`src/cbi_pkg.sv`:
```
// Constants and types shared by the processor memory bus interface
//==========================================================================
// How it works
// - Unsegmented mode drives a 16-bit byte address on the shared bus.
// - Segmented mode adds a seven-bit segment number: 23-bit address total.
// - Segment number is valid one cycle before the strobe and throughout.
// - Fetches are words, operands bytes or words; words use even addresses.
// - Word transfers move all sixteen bits through both banks together.
// - Byte reads take the upper half when the low bit is zero.
// - Byte writes copy the byte onto both halves; memory picks one bank.
// - Strobe low starts a cycle; status is valid before its rise.
// - Reads release the bus, then data strobe low lets memory drive.
// - Writes put data first, strobe after setup, hold past the rise.
//==========================================================================
package cbi_pkg;

    localparam int CLK_PERIOD_PS = 4000;

    // Bus timing figures in nanoseconds
    localparam int T_ADDR_SETUP_NS = 55;
    localparam int T_DSTB_SETUP_NS = 55;
    localparam int T_DSTB_LOW_NS   = 160;
    localparam int T_DSTB_HOLD_NS  = 80;

    localparam int CNT_W = 8;

    // Least times, rounded up to whole cycles
    localparam logic [CNT_W-1:0] ASTB_LOW_CYC =
        CNT_W'((T_ADDR_SETUP_NS * 1000 + CLK_PERIOD_PS - 1) / CLK_PERIOD_PS);
    localparam logic [CNT_W-1:0] DSTB_SETUP_CYC =
        CNT_W'((T_DSTB_SETUP_NS * 1000 + CLK_PERIOD_PS - 1) / CLK_PERIOD_PS);
    localparam logic [CNT_W-1:0] DSTB_LOW_CYC =
        CNT_W'((T_DSTB_LOW_NS * 1000 + CLK_PERIOD_PS - 1) / CLK_PERIOD_PS);
    localparam logic [CNT_W-1:0] DSTB_HOLD_CYC =
        CNT_W'((T_DSTB_HOLD_NS * 1000 + CLK_PERIOD_PS - 1) / CLK_PERIOD_PS);

    localparam int ADDR_W = 16;
    localparam int SEG_W  = 7;
    localparam int STAT_W = 4;

    // Cycle status shown between transactions (internal operation)
    localparam logic [STAT_W-1:0] STATUS_IDLE = 4'h0;
    localparam logic [ADDR_W-1:0] ADDR_RESET  = 16'h0000;
    localparam logic [SEG_W-1:0]  SEG_RESET   = 7'h00;

    // Gray codes along IDLE-SETUP-ASLOW-ASHIGH-DSLOW-HOLD
    typedef enum logic [2:0]
    {
        ST_IDLE   = 3'h0,
        ST_SETUP  = 3'h1,
        ST_ASLOW  = 3'h3,
        ST_ASHIGH = 3'h2,
        ST_DSLOW  = 3'h6,
        ST_HOLD   = 3'h7
    } cbi_state_t;

endpackage : cbi_pkg

```
`src/cbi_lane_if.sv`:
```
// Byte lane steering signals between the sequencer and the lane unit
`timescale 1ns/1ps
interface cbi_lane_if;
    logic        byte_op;
    logic        addr_lsb;
    logic [15:0] wdata;
    logic [15:0] bus_rdata;
    logic [15:0] bus_wdata;
    logic [15:0] rdata;

    modport seq  (output byte_op, addr_lsb, wdata, bus_rdata,
                  input  bus_wdata, rdata);
    modport lane (input  byte_op, addr_lsb, wdata, bus_rdata,
                  output bus_wdata, rdata);
endinterface : cbi_lane_if

```
`src/cbi_lane.sv`:
```
// Byte duplication on writes and byte selection on reads
`timescale 1ns/1ps
module cbi_lane
(
    cbi_lane_if.lane lanes
);

    //======================================================================
    // Write lanes
    //======================================================================
    always_comb
    begin
        if (lanes.byte_op)
            lanes.bus_wdata = {lanes.wdata[7:0], lanes.wdata[7:0]};
        else
            lanes.bus_wdata = lanes.wdata;
    end

    //======================================================================
    // Read lanes: even byte lives on the upper half
    //======================================================================
    always_comb
    begin
        if (!lanes.byte_op)
            lanes.rdata = lanes.bus_rdata;
        else if (lanes.addr_lsb)
            lanes.rdata = {8'h00, lanes.bus_rdata[7:0]};
        else
            lanes.rdata = {8'h00, lanes.bus_rdata[15:8]};
    end

endmodule // cbi_lane

```
`src/cbi_mem_bus.sv`:
```
// Processor side sequencer for the multiplexed memory bus
`timescale 1ns/1ps
module cbi_mem_bus
#(
    parameter bit SEGMENTED = 1'b1
)
(
    input  wire logic        CLK,
    input  wire logic        NRST,
    // User request side
    input  wire logic        REQ_VALID,
    output logic             REQ_READY,
    input  wire logic [15:0] REQ_ADDR,
    input  wire logic [6:0]  REQ_SEG,
    input  wire logic        REQ_WRITE,
    input  wire logic        REQ_BYTE,
    input  wire logic [3:0]  REQ_STATUS,
    input  wire logic        REQ_NORMAL,
    input  wire logic [15:0] REQ_WDATA,
    output logic             RSP_VALID,
    output logic             RSP_ERR,
    output logic [15:0]      RSP_RDATA,
    // Memory bus pins
    input  wire logic [15:0] MUXED_ADDR_DATA_I,
    output logic [15:0]      MUXED_ADDR_DATA_O,
    output logic             MUXED_ADDR_DATA_OE_N,
    output logic             ADDR_VALID_STROBE_N,
    output logic             DATA_STROBE_N,
    output logic             MEM_REQUEST_N,
    output logic [3:0]       CYCLE_STATUS,
    output logic             NORMAL_NOT_SYSTEM,
    output logic             BYTE_NOT_WORD,
    output logic             RD_NOT_WR,
    output logic [6:0]       SEGMENT_NUMBER,
    input  wire logic        WAIT_N
);

    localparam int CW = cbi_pkg::CNT_W;

    cbi_pkg::cbi_state_t state_r, state_nxt;
    logic [CW-1:0] cnt_r, cnt_nxt;
    logic [15:0]   addr_r, addr_nxt;
    logic [15:0]   wdata_r, wdata_nxt;
    logic          write_r, write_nxt;
    logic          byte_r, byte_nxt;
    logic [15:0]   ad_o_r, ad_o_nxt;
    logic          ad_oe_n_r, ad_oe_n_nxt;
    logic          astb_n_r, astb_n_nxt;
    logic          dstb_n_r, dstb_n_nxt;
    logic          mrq_n_r, mrq_n_nxt;
    logic [3:0]    stat_r, stat_nxt;
    logic          nns_r, nns_nxt;
    logic          bnw_r, bnw_nxt;
    logic          rnw_r, rnw_nxt;
    logic [6:0]    seg_r, seg_nxt;
    logic          ready_r, ready_nxt;
    logic          rsp_v_r, rsp_v_nxt;
    logic          rsp_e_r, rsp_e_nxt;
    logic [15:0]   rdata_r, rdata_nxt;
    logic          wait_s1_r, wait_s2_r, wait_s3_r, wait_lvl_r;
    logic          wait_lvl_nxt;

    cbi_lane_if lanes ();

    assign lanes.byte_op   = byte_r;
    assign lanes.addr_lsb  = addr_r[0];
    assign lanes.wdata     = wdata_r;
    assign lanes.bus_rdata = MUXED_ADDR_DATA_I;

    cbi_lane u_lane
    (
        .lanes (lanes.lane)
    );

    //======================================================================
    // Wait input synchroniser: level taken once stages two and three agree
    //======================================================================
    always_comb
    begin
        wait_lvl_nxt = wait_lvl_r;
        if (wait_s2_r == wait_s3_r)
            wait_lvl_nxt = wait_s3_r;
    end

    always_ff @(posedge CLK or negedge NRST)
    begin
        if (!NRST)
        begin
            wait_s1_r  <= 1'b1;
            wait_s2_r  <= 1'b1;
            wait_s3_r  <= 1'b1;
            wait_lvl_r <= 1'b1;
        end
        else
        begin
            wait_s1_r  <= WAIT_N;
            wait_s2_r  <= wait_s1_r;
            wait_s3_r  <= wait_s2_r;
            wait_lvl_r <= wait_lvl_nxt;
        end
    end

    //======================================================================
    // Transaction sequencer
    //======================================================================
    always_comb
    begin
        state_nxt   = state_r;
        cnt_nxt     = cnt_r;
        addr_nxt    = addr_r;
        wdata_nxt   = wdata_r;
        write_nxt   = write_r;
        byte_nxt    = byte_r;
        ad_o_nxt    = ad_o_r;
        ad_oe_n_nxt = ad_oe_n_r;
        astb_n_nxt  = astb_n_r;
        dstb_n_nxt  = dstb_n_r;
        mrq_n_nxt   = mrq_n_r;
        stat_nxt    = stat_r;
        nns_nxt     = nns_r;
        bnw_nxt     = bnw_r;
        rnw_nxt     = rnw_r;
        seg_nxt     = seg_r;
        ready_nxt   = ready_r;
        rsp_v_nxt   = 1'b0;
        rsp_e_nxt   = rsp_e_r;
        rdata_nxt   = rdata_r;
        if (cnt_r != '0)
            cnt_nxt = cnt_r - CW'(1);

        case (state_r)
            cbi_pkg::ST_IDLE:
            begin
                if (REQ_VALID && ready_r)
                begin
                    if (!REQ_BYTE && REQ_ADDR[0])
                    begin
                        // Odd word address is never put on the bus
                        rsp_v_nxt = 1'b1;
                        rsp_e_nxt = 1'b1;
                    end
                    else
                    begin
                        ready_nxt   = 1'b0;
                        addr_nxt    = REQ_ADDR;
                        wdata_nxt   = REQ_WDATA;
                        write_nxt   = REQ_WRITE;
                        byte_nxt    = REQ_BYTE;
                        // Status, size and direction lead the strobe
                        stat_nxt    = REQ_STATUS;
                        nns_nxt     = REQ_NORMAL;
                        bnw_nxt     = REQ_BYTE;
                        rnw_nxt     = !REQ_WRITE;
                        seg_nxt     = SEGMENTED ? REQ_SEG
                                                : cbi_pkg::SEG_RESET;
                        ad_o_nxt    = REQ_ADDR;
                        ad_oe_n_nxt = 1'b0;
                        state_nxt   = cbi_pkg::ST_SETUP;
                    end
                end
            end
            cbi_pkg::ST_SETUP:
            begin
                astb_n_nxt = 1'b0;
                mrq_n_nxt  = 1'b0;
                cnt_nxt    = cbi_pkg::ASTB_LOW_CYC - CW'(1);
                state_nxt  = cbi_pkg::ST_ASLOW;
            end
            cbi_pkg::ST_ASLOW:
            begin
                if (cnt_r == '0)
                begin
                    // Address still driven on the rise for latching
                    astb_n_nxt = 1'b1;
                    state_nxt  = cbi_pkg::ST_ASHIGH;
                    // Reads release the bus a cycle before the strobe,
                    // so memory never drives against our address
                    if (write_r)
                        cnt_nxt = cbi_pkg::DSTB_SETUP_CYC;
                    else
                        cnt_nxt = CW'(1);
                end
            end
            cbi_pkg::ST_ASHIGH:
            begin
                if (write_r)
                    ad_o_nxt = lanes.bus_wdata;
                else
                    ad_oe_n_nxt = 1'b1;
                if (cnt_r == '0)
                begin
                    dstb_n_nxt = 1'b0;
                    cnt_nxt    = cbi_pkg::DSTB_LOW_CYC - CW'(1);
                    state_nxt = cbi_pkg::ST_DSLOW;
                end
            end
            cbi_pkg::ST_DSLOW:
            begin
                // Cycle is stretched while the wait level is low
                if (cnt_r == '0 && wait_lvl_r)
                begin
                    dstb_n_nxt = 1'b1;
                    mrq_n_nxt  = 1'b1;
                    if (!write_r)
                        rdata_nxt = lanes.rdata;
                    cnt_nxt   = write_r ? cbi_pkg::DSTB_HOLD_CYC
                                        : CW'(0);
                    state_nxt = cbi_pkg::ST_HOLD;
                end
            end
            cbi_pkg::ST_HOLD:
            begin
                if (cnt_r == '0)
                begin
                    ad_oe_n_nxt = 1'b1;
                    stat_nxt    = cbi_pkg::STATUS_IDLE;
                    rsp_v_nxt   = 1'b1;
                    rsp_e_nxt   = 1'b0;
                    ready_nxt   = 1'b1;
                    state_nxt   = cbi_pkg::ST_IDLE;
                end
            end
            default:
            begin
                state_nxt = cbi_pkg::ST_IDLE;
            end
        endcase
    end

    always_ff @(posedge CLK or negedge NRST)
    begin
        if (!NRST)
        begin
            state_r   <= cbi_pkg::ST_IDLE;
            cnt_r     <= '0;
            addr_r    <= cbi_pkg::ADDR_RESET;
            wdata_r   <= 16'h0000;
            write_r   <= 1'b0;
            byte_r    <= 1'b0;
            ad_o_r    <= 16'h0000;
            ad_oe_n_r <= 1'b1;
            astb_n_r  <= 1'b1;
            dstb_n_r  <= 1'b1;
            mrq_n_r   <= 1'b1;
            stat_r    <= cbi_pkg::STATUS_IDLE;
            nns_r     <= 1'b0;
            bnw_r     <= 1'b0;
            rnw_r     <= 1'b1;
            seg_r     <= cbi_pkg::SEG_RESET;
            ready_r   <= 1'b1;
            rsp_v_r   <= 1'b0;
            rsp_e_r   <= 1'b0;
            rdata_r   <= 16'h0000;
        end
        else
        begin
            state_r   <= state_nxt;
            cnt_r     <= cnt_nxt;
            addr_r    <= addr_nxt;
            wdata_r   <= wdata_nxt;
            write_r   <= write_nxt;
            byte_r    <= byte_nxt;
            ad_o_r    <= ad_o_nxt;
            ad_oe_n_r <= ad_oe_n_nxt;
            astb_n_r  <= astb_n_nxt;
            dstb_n_r  <= dstb_n_nxt;
            mrq_n_r   <= mrq_n_nxt;
            stat_r    <= stat_nxt;
            nns_r     <= nns_nxt;
            bnw_r     <= bnw_nxt;
            rnw_r     <= rnw_nxt;
            seg_r     <= seg_nxt;
            ready_r   <= ready_nxt;
            rsp_v_r   <= rsp_v_nxt;
            rsp_e_r   <= rsp_e_nxt;
            rdata_r   <= rdata_nxt;
        end
    end

    //======================================================================
    // Outputs, all straight from flops
    //======================================================================
    assign REQ_READY            = ready_r;
    assign RSP_VALID            = rsp_v_r;
    assign RSP_ERR              = rsp_e_r;
    assign RSP_RDATA            = rdata_r;
    assign MUXED_ADDR_DATA_O    = ad_o_r;
    assign MUXED_ADDR_DATA_OE_N = ad_oe_n_r;
    assign ADDR_VALID_STROBE_N  = astb_n_r;
    assign DATA_STROBE_N        = dstb_n_r;
    assign MEM_REQUEST_N        = mrq_n_r;
    assign CYCLE_STATUS         = stat_r;
    assign NORMAL_NOT_SYSTEM    = nns_r;
    assign BYTE_NOT_WORD        = bnw_r;
    assign RD_NOT_WR            = rnw_r;
    assign SEGMENT_NUMBER       = seg_r;

endmodule // cbi_mem_bus

```
`config.mk`:
```
export PLATFORM = sky130hd
export DESIGN_NAME = cbi_mem_bus
export DESIGN_NICKNAME = d
export VERILOG_FILES = /design/src/cbi_pkg.sv /design/src/cbi_lane_if.sv /design/src/cbi_lane.sv /design/src/cbi_mem_bus.sv
export SDC_FILE = /design/constraint.sdc
export NUM_CORES = 1
export LEC_CHECK = 0
export BUFFER_PORTS_ARGS = -buffer_cell sky130_fd_sc_hd__buf_4
export CAP_MARGIN = 20
export CORE_ASPECT_RATIO = 0.6
export CORE_MARGIN = 1
export CORE_UTILIZATION = 55
export DETAILED_ROUTE_END_ITERATION = 12
export MAX_ROUTING_LAYER = met4
export PLACE_DENSITY = 0.86
export SETUP_SLACK_MARGIN = 0.2
export SYNTH_ARGS = -nofsm -noshare
export SYNTH_HDL_FRONTEND = slang
export SYNTH_SLANG_ARGS = --single-unit
```
`constraint.sdc`:
```
create_clock -name CLK -period 5.8 [get_ports CLK]
set_input_delay 1.16 -clock CLK [delete_from_list [all_inputs] [get_ports CLK]]
set_output_delay 1.16 -clock CLK [all_outputs]
set_load 0.01 [all_outputs]
```
==> impl_metrics.py <==
metrics = {
    "route": {
        "wl_per_cell_microns": 17.0,
        "drtAntennaViolNets": 0,
        "post-route-drc-count": 0,
        "drt_iter0_markers": 254,
        "route.final.wire_length_microns": 9560,
        "vias": 3130,
        "first_pass_iters": 6,
        "viasPerCell": 5.57,
    },
    "clocking": {
        "clk_pin_slew_worst_paths_ns": 0.06,
        "clk_path_buf_depth": 2,
        "h-tree-depth": 3,
        "cts_setup_buffers": 0,
        "cts_buffers": 9,
        "cts-root-buf": "clkbuf_16",
        "cts_tree": "yes",
        "cts_sinks": 86,
        "holdBufCountCts": 0,
        "clk_latency_ns": 0.33,
        "post_cts_resized": 0,
    },
    "sta": {
        "relSlewSlack_pct": 36.7,
        "max_freq_ghz": 0.355,
        "period_minus_slack_ns": 2.82,
        "tns_ns": 0,
        "tightestPinTransition_ns": 0.950,
        "setup_viol": 0,
        "hold_viol": 0,
        "skew_ns": 0.00606,
        "rsz0062_at_grt": "no",
        "fin_ws_ns": 2.98,
        "finalCritPeriodShare_pct": 48.6,
        "final-max-slew-violation-count": 0,
    },
    "synthesis": {
        "yosysWarnings": 0,
        "netlist_area_sq_um": 3810,
        "synth_cell_types": 45,
        "synth-seq-cells": 86,
        "synth.top_cell.area_share_pct": 50.0,
        "ys_async_sr_fraction_pct": 100,
        "synth.most_common_cell": "nand2_1",
        "synth_common_cells": "96 x nand2_1, 76 x dfrtp_1, 14 x a21oi_1, 14 x mux2_2, 13 x clkbuf_1",
        "synth_top_area_cell": "dfrtp_1",
        "synth_edf_count": 0,
        "syn_area_per_cell_sq_um": 10.7,
        "syn_inst": 356,
        "ys_dominant_reg_cell": "dfrtp_1",
        "yosysSeqAreaShare_pct": 56.9,
        "synth_nets": 425,
        "synth.area.top_cells": "dfrtp_1 50%, nand2_1 9.5%, dfstp_2 6.9%",
    },
    "global_route": {
        "first_global_vias": 2978,
        "grt_max_degree": 87,
        "grt_overflow": 0,
        "antenna_found_initial": 0,
        "grt_first_pass_wirelength_microns": 14900,
        "grt_usage_pct": 28.8,
    },
    "power_and_ir_drop": {
        "p_seq_share_pct": 50.3,
        "p_int_mw": 0.942,
        "p_comb_share_pct": 4.7,
        "power.leakage_nw": 2.64,
        "power.total_mw": 1.20,
        "swShare_pct": 21.7,
        "ir_drop_uv": 146,
        "p_clk_share_pct": 45.0,
        "pwr_density_cell_nw_per_um2": 238,
        "p_sw_mw": 0.261,
    },
    "die": {
        "io_pins": 119,
        "rows": 23,
        "core-area_sq_um": 6680,
        "die_w_microns": 109,
        "dieArea_sq_um": 7270,
        "start_util_pct": 57.0,
        "die_y_microns": 66.5,
    },
    "critical_path": {
        "critPathMaxFanout": 20,
        "start_kind": "flip-flop",
        "crit_type": "reg -> reg",
        "setup.worst_path.end_class": "flip-flop",
        "reg2reg_slack_ns": 2.98,
        "cp.arrival_ns": 3.03,
        "required_ns": 6.02,
    },
    "cells_and_area": {
        "final_util_pct": 75.7,
        "n_fill_cell": 464,
        "diodes": 0,
        "drive_gt1_share_pct": 36.2,
        "fin_nets": 539,
        "area_delta_synth_final_pct": 32.7,
        "final_area_sq_um": 5050,
    },
    "placed_design": {
        "placed_area_sq_um": 4730,
        "pre_cts_slack_ns": 2.70,
        "hpwlAfterDp_microns": 6460,
        "gp_congestion": 0.915,
        "io_buffers": 118,
    },
    "job": {
        "cap_violations": 0,
    },
    "worst_hold_path": {
        "hp-class": "reg -> reg",
    },
    "outcome": {
        "outcome": "finished clean",
    },
}
==> layer usage <==
metal | GRT usage [%] | vias up | routed length [microns]
met5 | - | - | 0
met4 | 11.3 | 0 | 213
met3 | 8.32 | 25 | 866
met2 | 40.6 | 158 | 4190
met1 | 39.5 | 1490 | 4290
li1 | - | 1457 | -
==> worst max-delay path, cell delays in order (launching register included) <==
cell	delay (ns)
dfrtp_1	0.42
or4_1	0.58
nor4b_2	0.28
buf_4	0.29
and4_1	0.72
mux2_2	0.41
==> state kept, by name, summed over array words and instances (netlist names), named ones only <==
name / cells
MUXED_ADDR_DATA_O: 16
RSP_RDATA: 16
lanes.wdata: 16
cnt_r: 8
SEGMENT_NUMBER: 7
CYCLE_STATUS: 4
state_r: 2
ADDR_VALID_STROBE_N: 1
BYTE_NOT_WORD: 1
DATA_STROBE_N: 1
MEM_REQUEST_N: 1
MUXED_ADDR_DATA_OE_N: 1
NORMAL_NOT_SYSTEM: 1
RD_NOT_WR: 1
REQ_READY: 1
RSP_ERR: 1
RSP_VALID: 1
addr_r: 1
wait_lvl_r: 1
wait_s1_r: 1
wait_s2_r: 1
wait_s3_r: 1
write_r: 1
==> power by group through the flow <==
stage	clock network (mW)	logic [mW]	registers, mW
finish	0.542	0.0567	0.604
global route	0.579	0.0614	0.604
CTS	0.551	0.0547	0.604
detailed placement	0	0.0544	0.615
global placement	0	0.0542	0.615
floorplan	0	0.00647	0.615
==> placed cells by master (no fill, tap or decap), drive strengths merged, types with 3 or more instances in the layout <==
cell type    n
a21oi       14
nor2b        9
o21a         8
dfstp       10
mux2        24
dfrtp       76
clkbuf      10
ha           3
buf        122
nand2       96
nor3b        3
o21ai        9
nor2        12
a22o         4
inv         10
mux2i       10
nand4        3
clkinv       4
o221a        8
xnor2        3
o22a         7
==> cells by family (layout without fill, tap and decap cells) <==
kind of cell	Yosys count	count (layout)	share of synthesized area [%]
AND/OR/NAND/NOR	139	139	16.1
flip-flops	86	86	56.9
AO/OA/AOI/OAI	60	60	11.6
multiplexers	34	34	9.73
buffers and inverters	28	147	3.29
XOR/XNOR	5	5	1.15
adder cells (fa/ha/maj)	4	4	1.25
==> per-stage QoR <==
step           std cells  hold WS [ns]
4_1_cts              560         0.365
3_3_place_gp         544         0.347
5_1_grt              562         0.374
6_report             562         0.367
3_5_place_dp         544         0.352
2_1_floorplan        356         0.345
==> final cells by class <==
| type | instances | area, sq um | area share [%] |
|---|---|---|---|
| clock buffers | 10 | 239 | 4.73 |
| clock inverters | 6 | 46.3 | 0.916 |
| inverters | 9 | 33.8 | 0.668 |
| multi-input cells | 242 | 1520 | 30.0 |
| flip-flops and latches | 86 | 2160 | 42.8 |
| well taps | 87 | 109 | 2.15 |
| repair buffers | 122 | 943 | 18.7 |
==> final timing paths <==
kind | end | start | depth (start not counted)
worst max register to register | RSP_RDATA[2] | cnt_r[2] | 5
worst min register to register | wait_s2_r | wait_s1_r | 0
min in group asynchronous | cnt_r[7] | NRST | 1
worst max-delay path | RSP_RDATA[2] | cnt_r[2] | 5
worst min-delay path | wait_s2_r | wait_s1_r | 0
max in group asynchronous | wait_s2_r | NRST | 2
No activity file was read; power rests on OpenSTA's default activity.
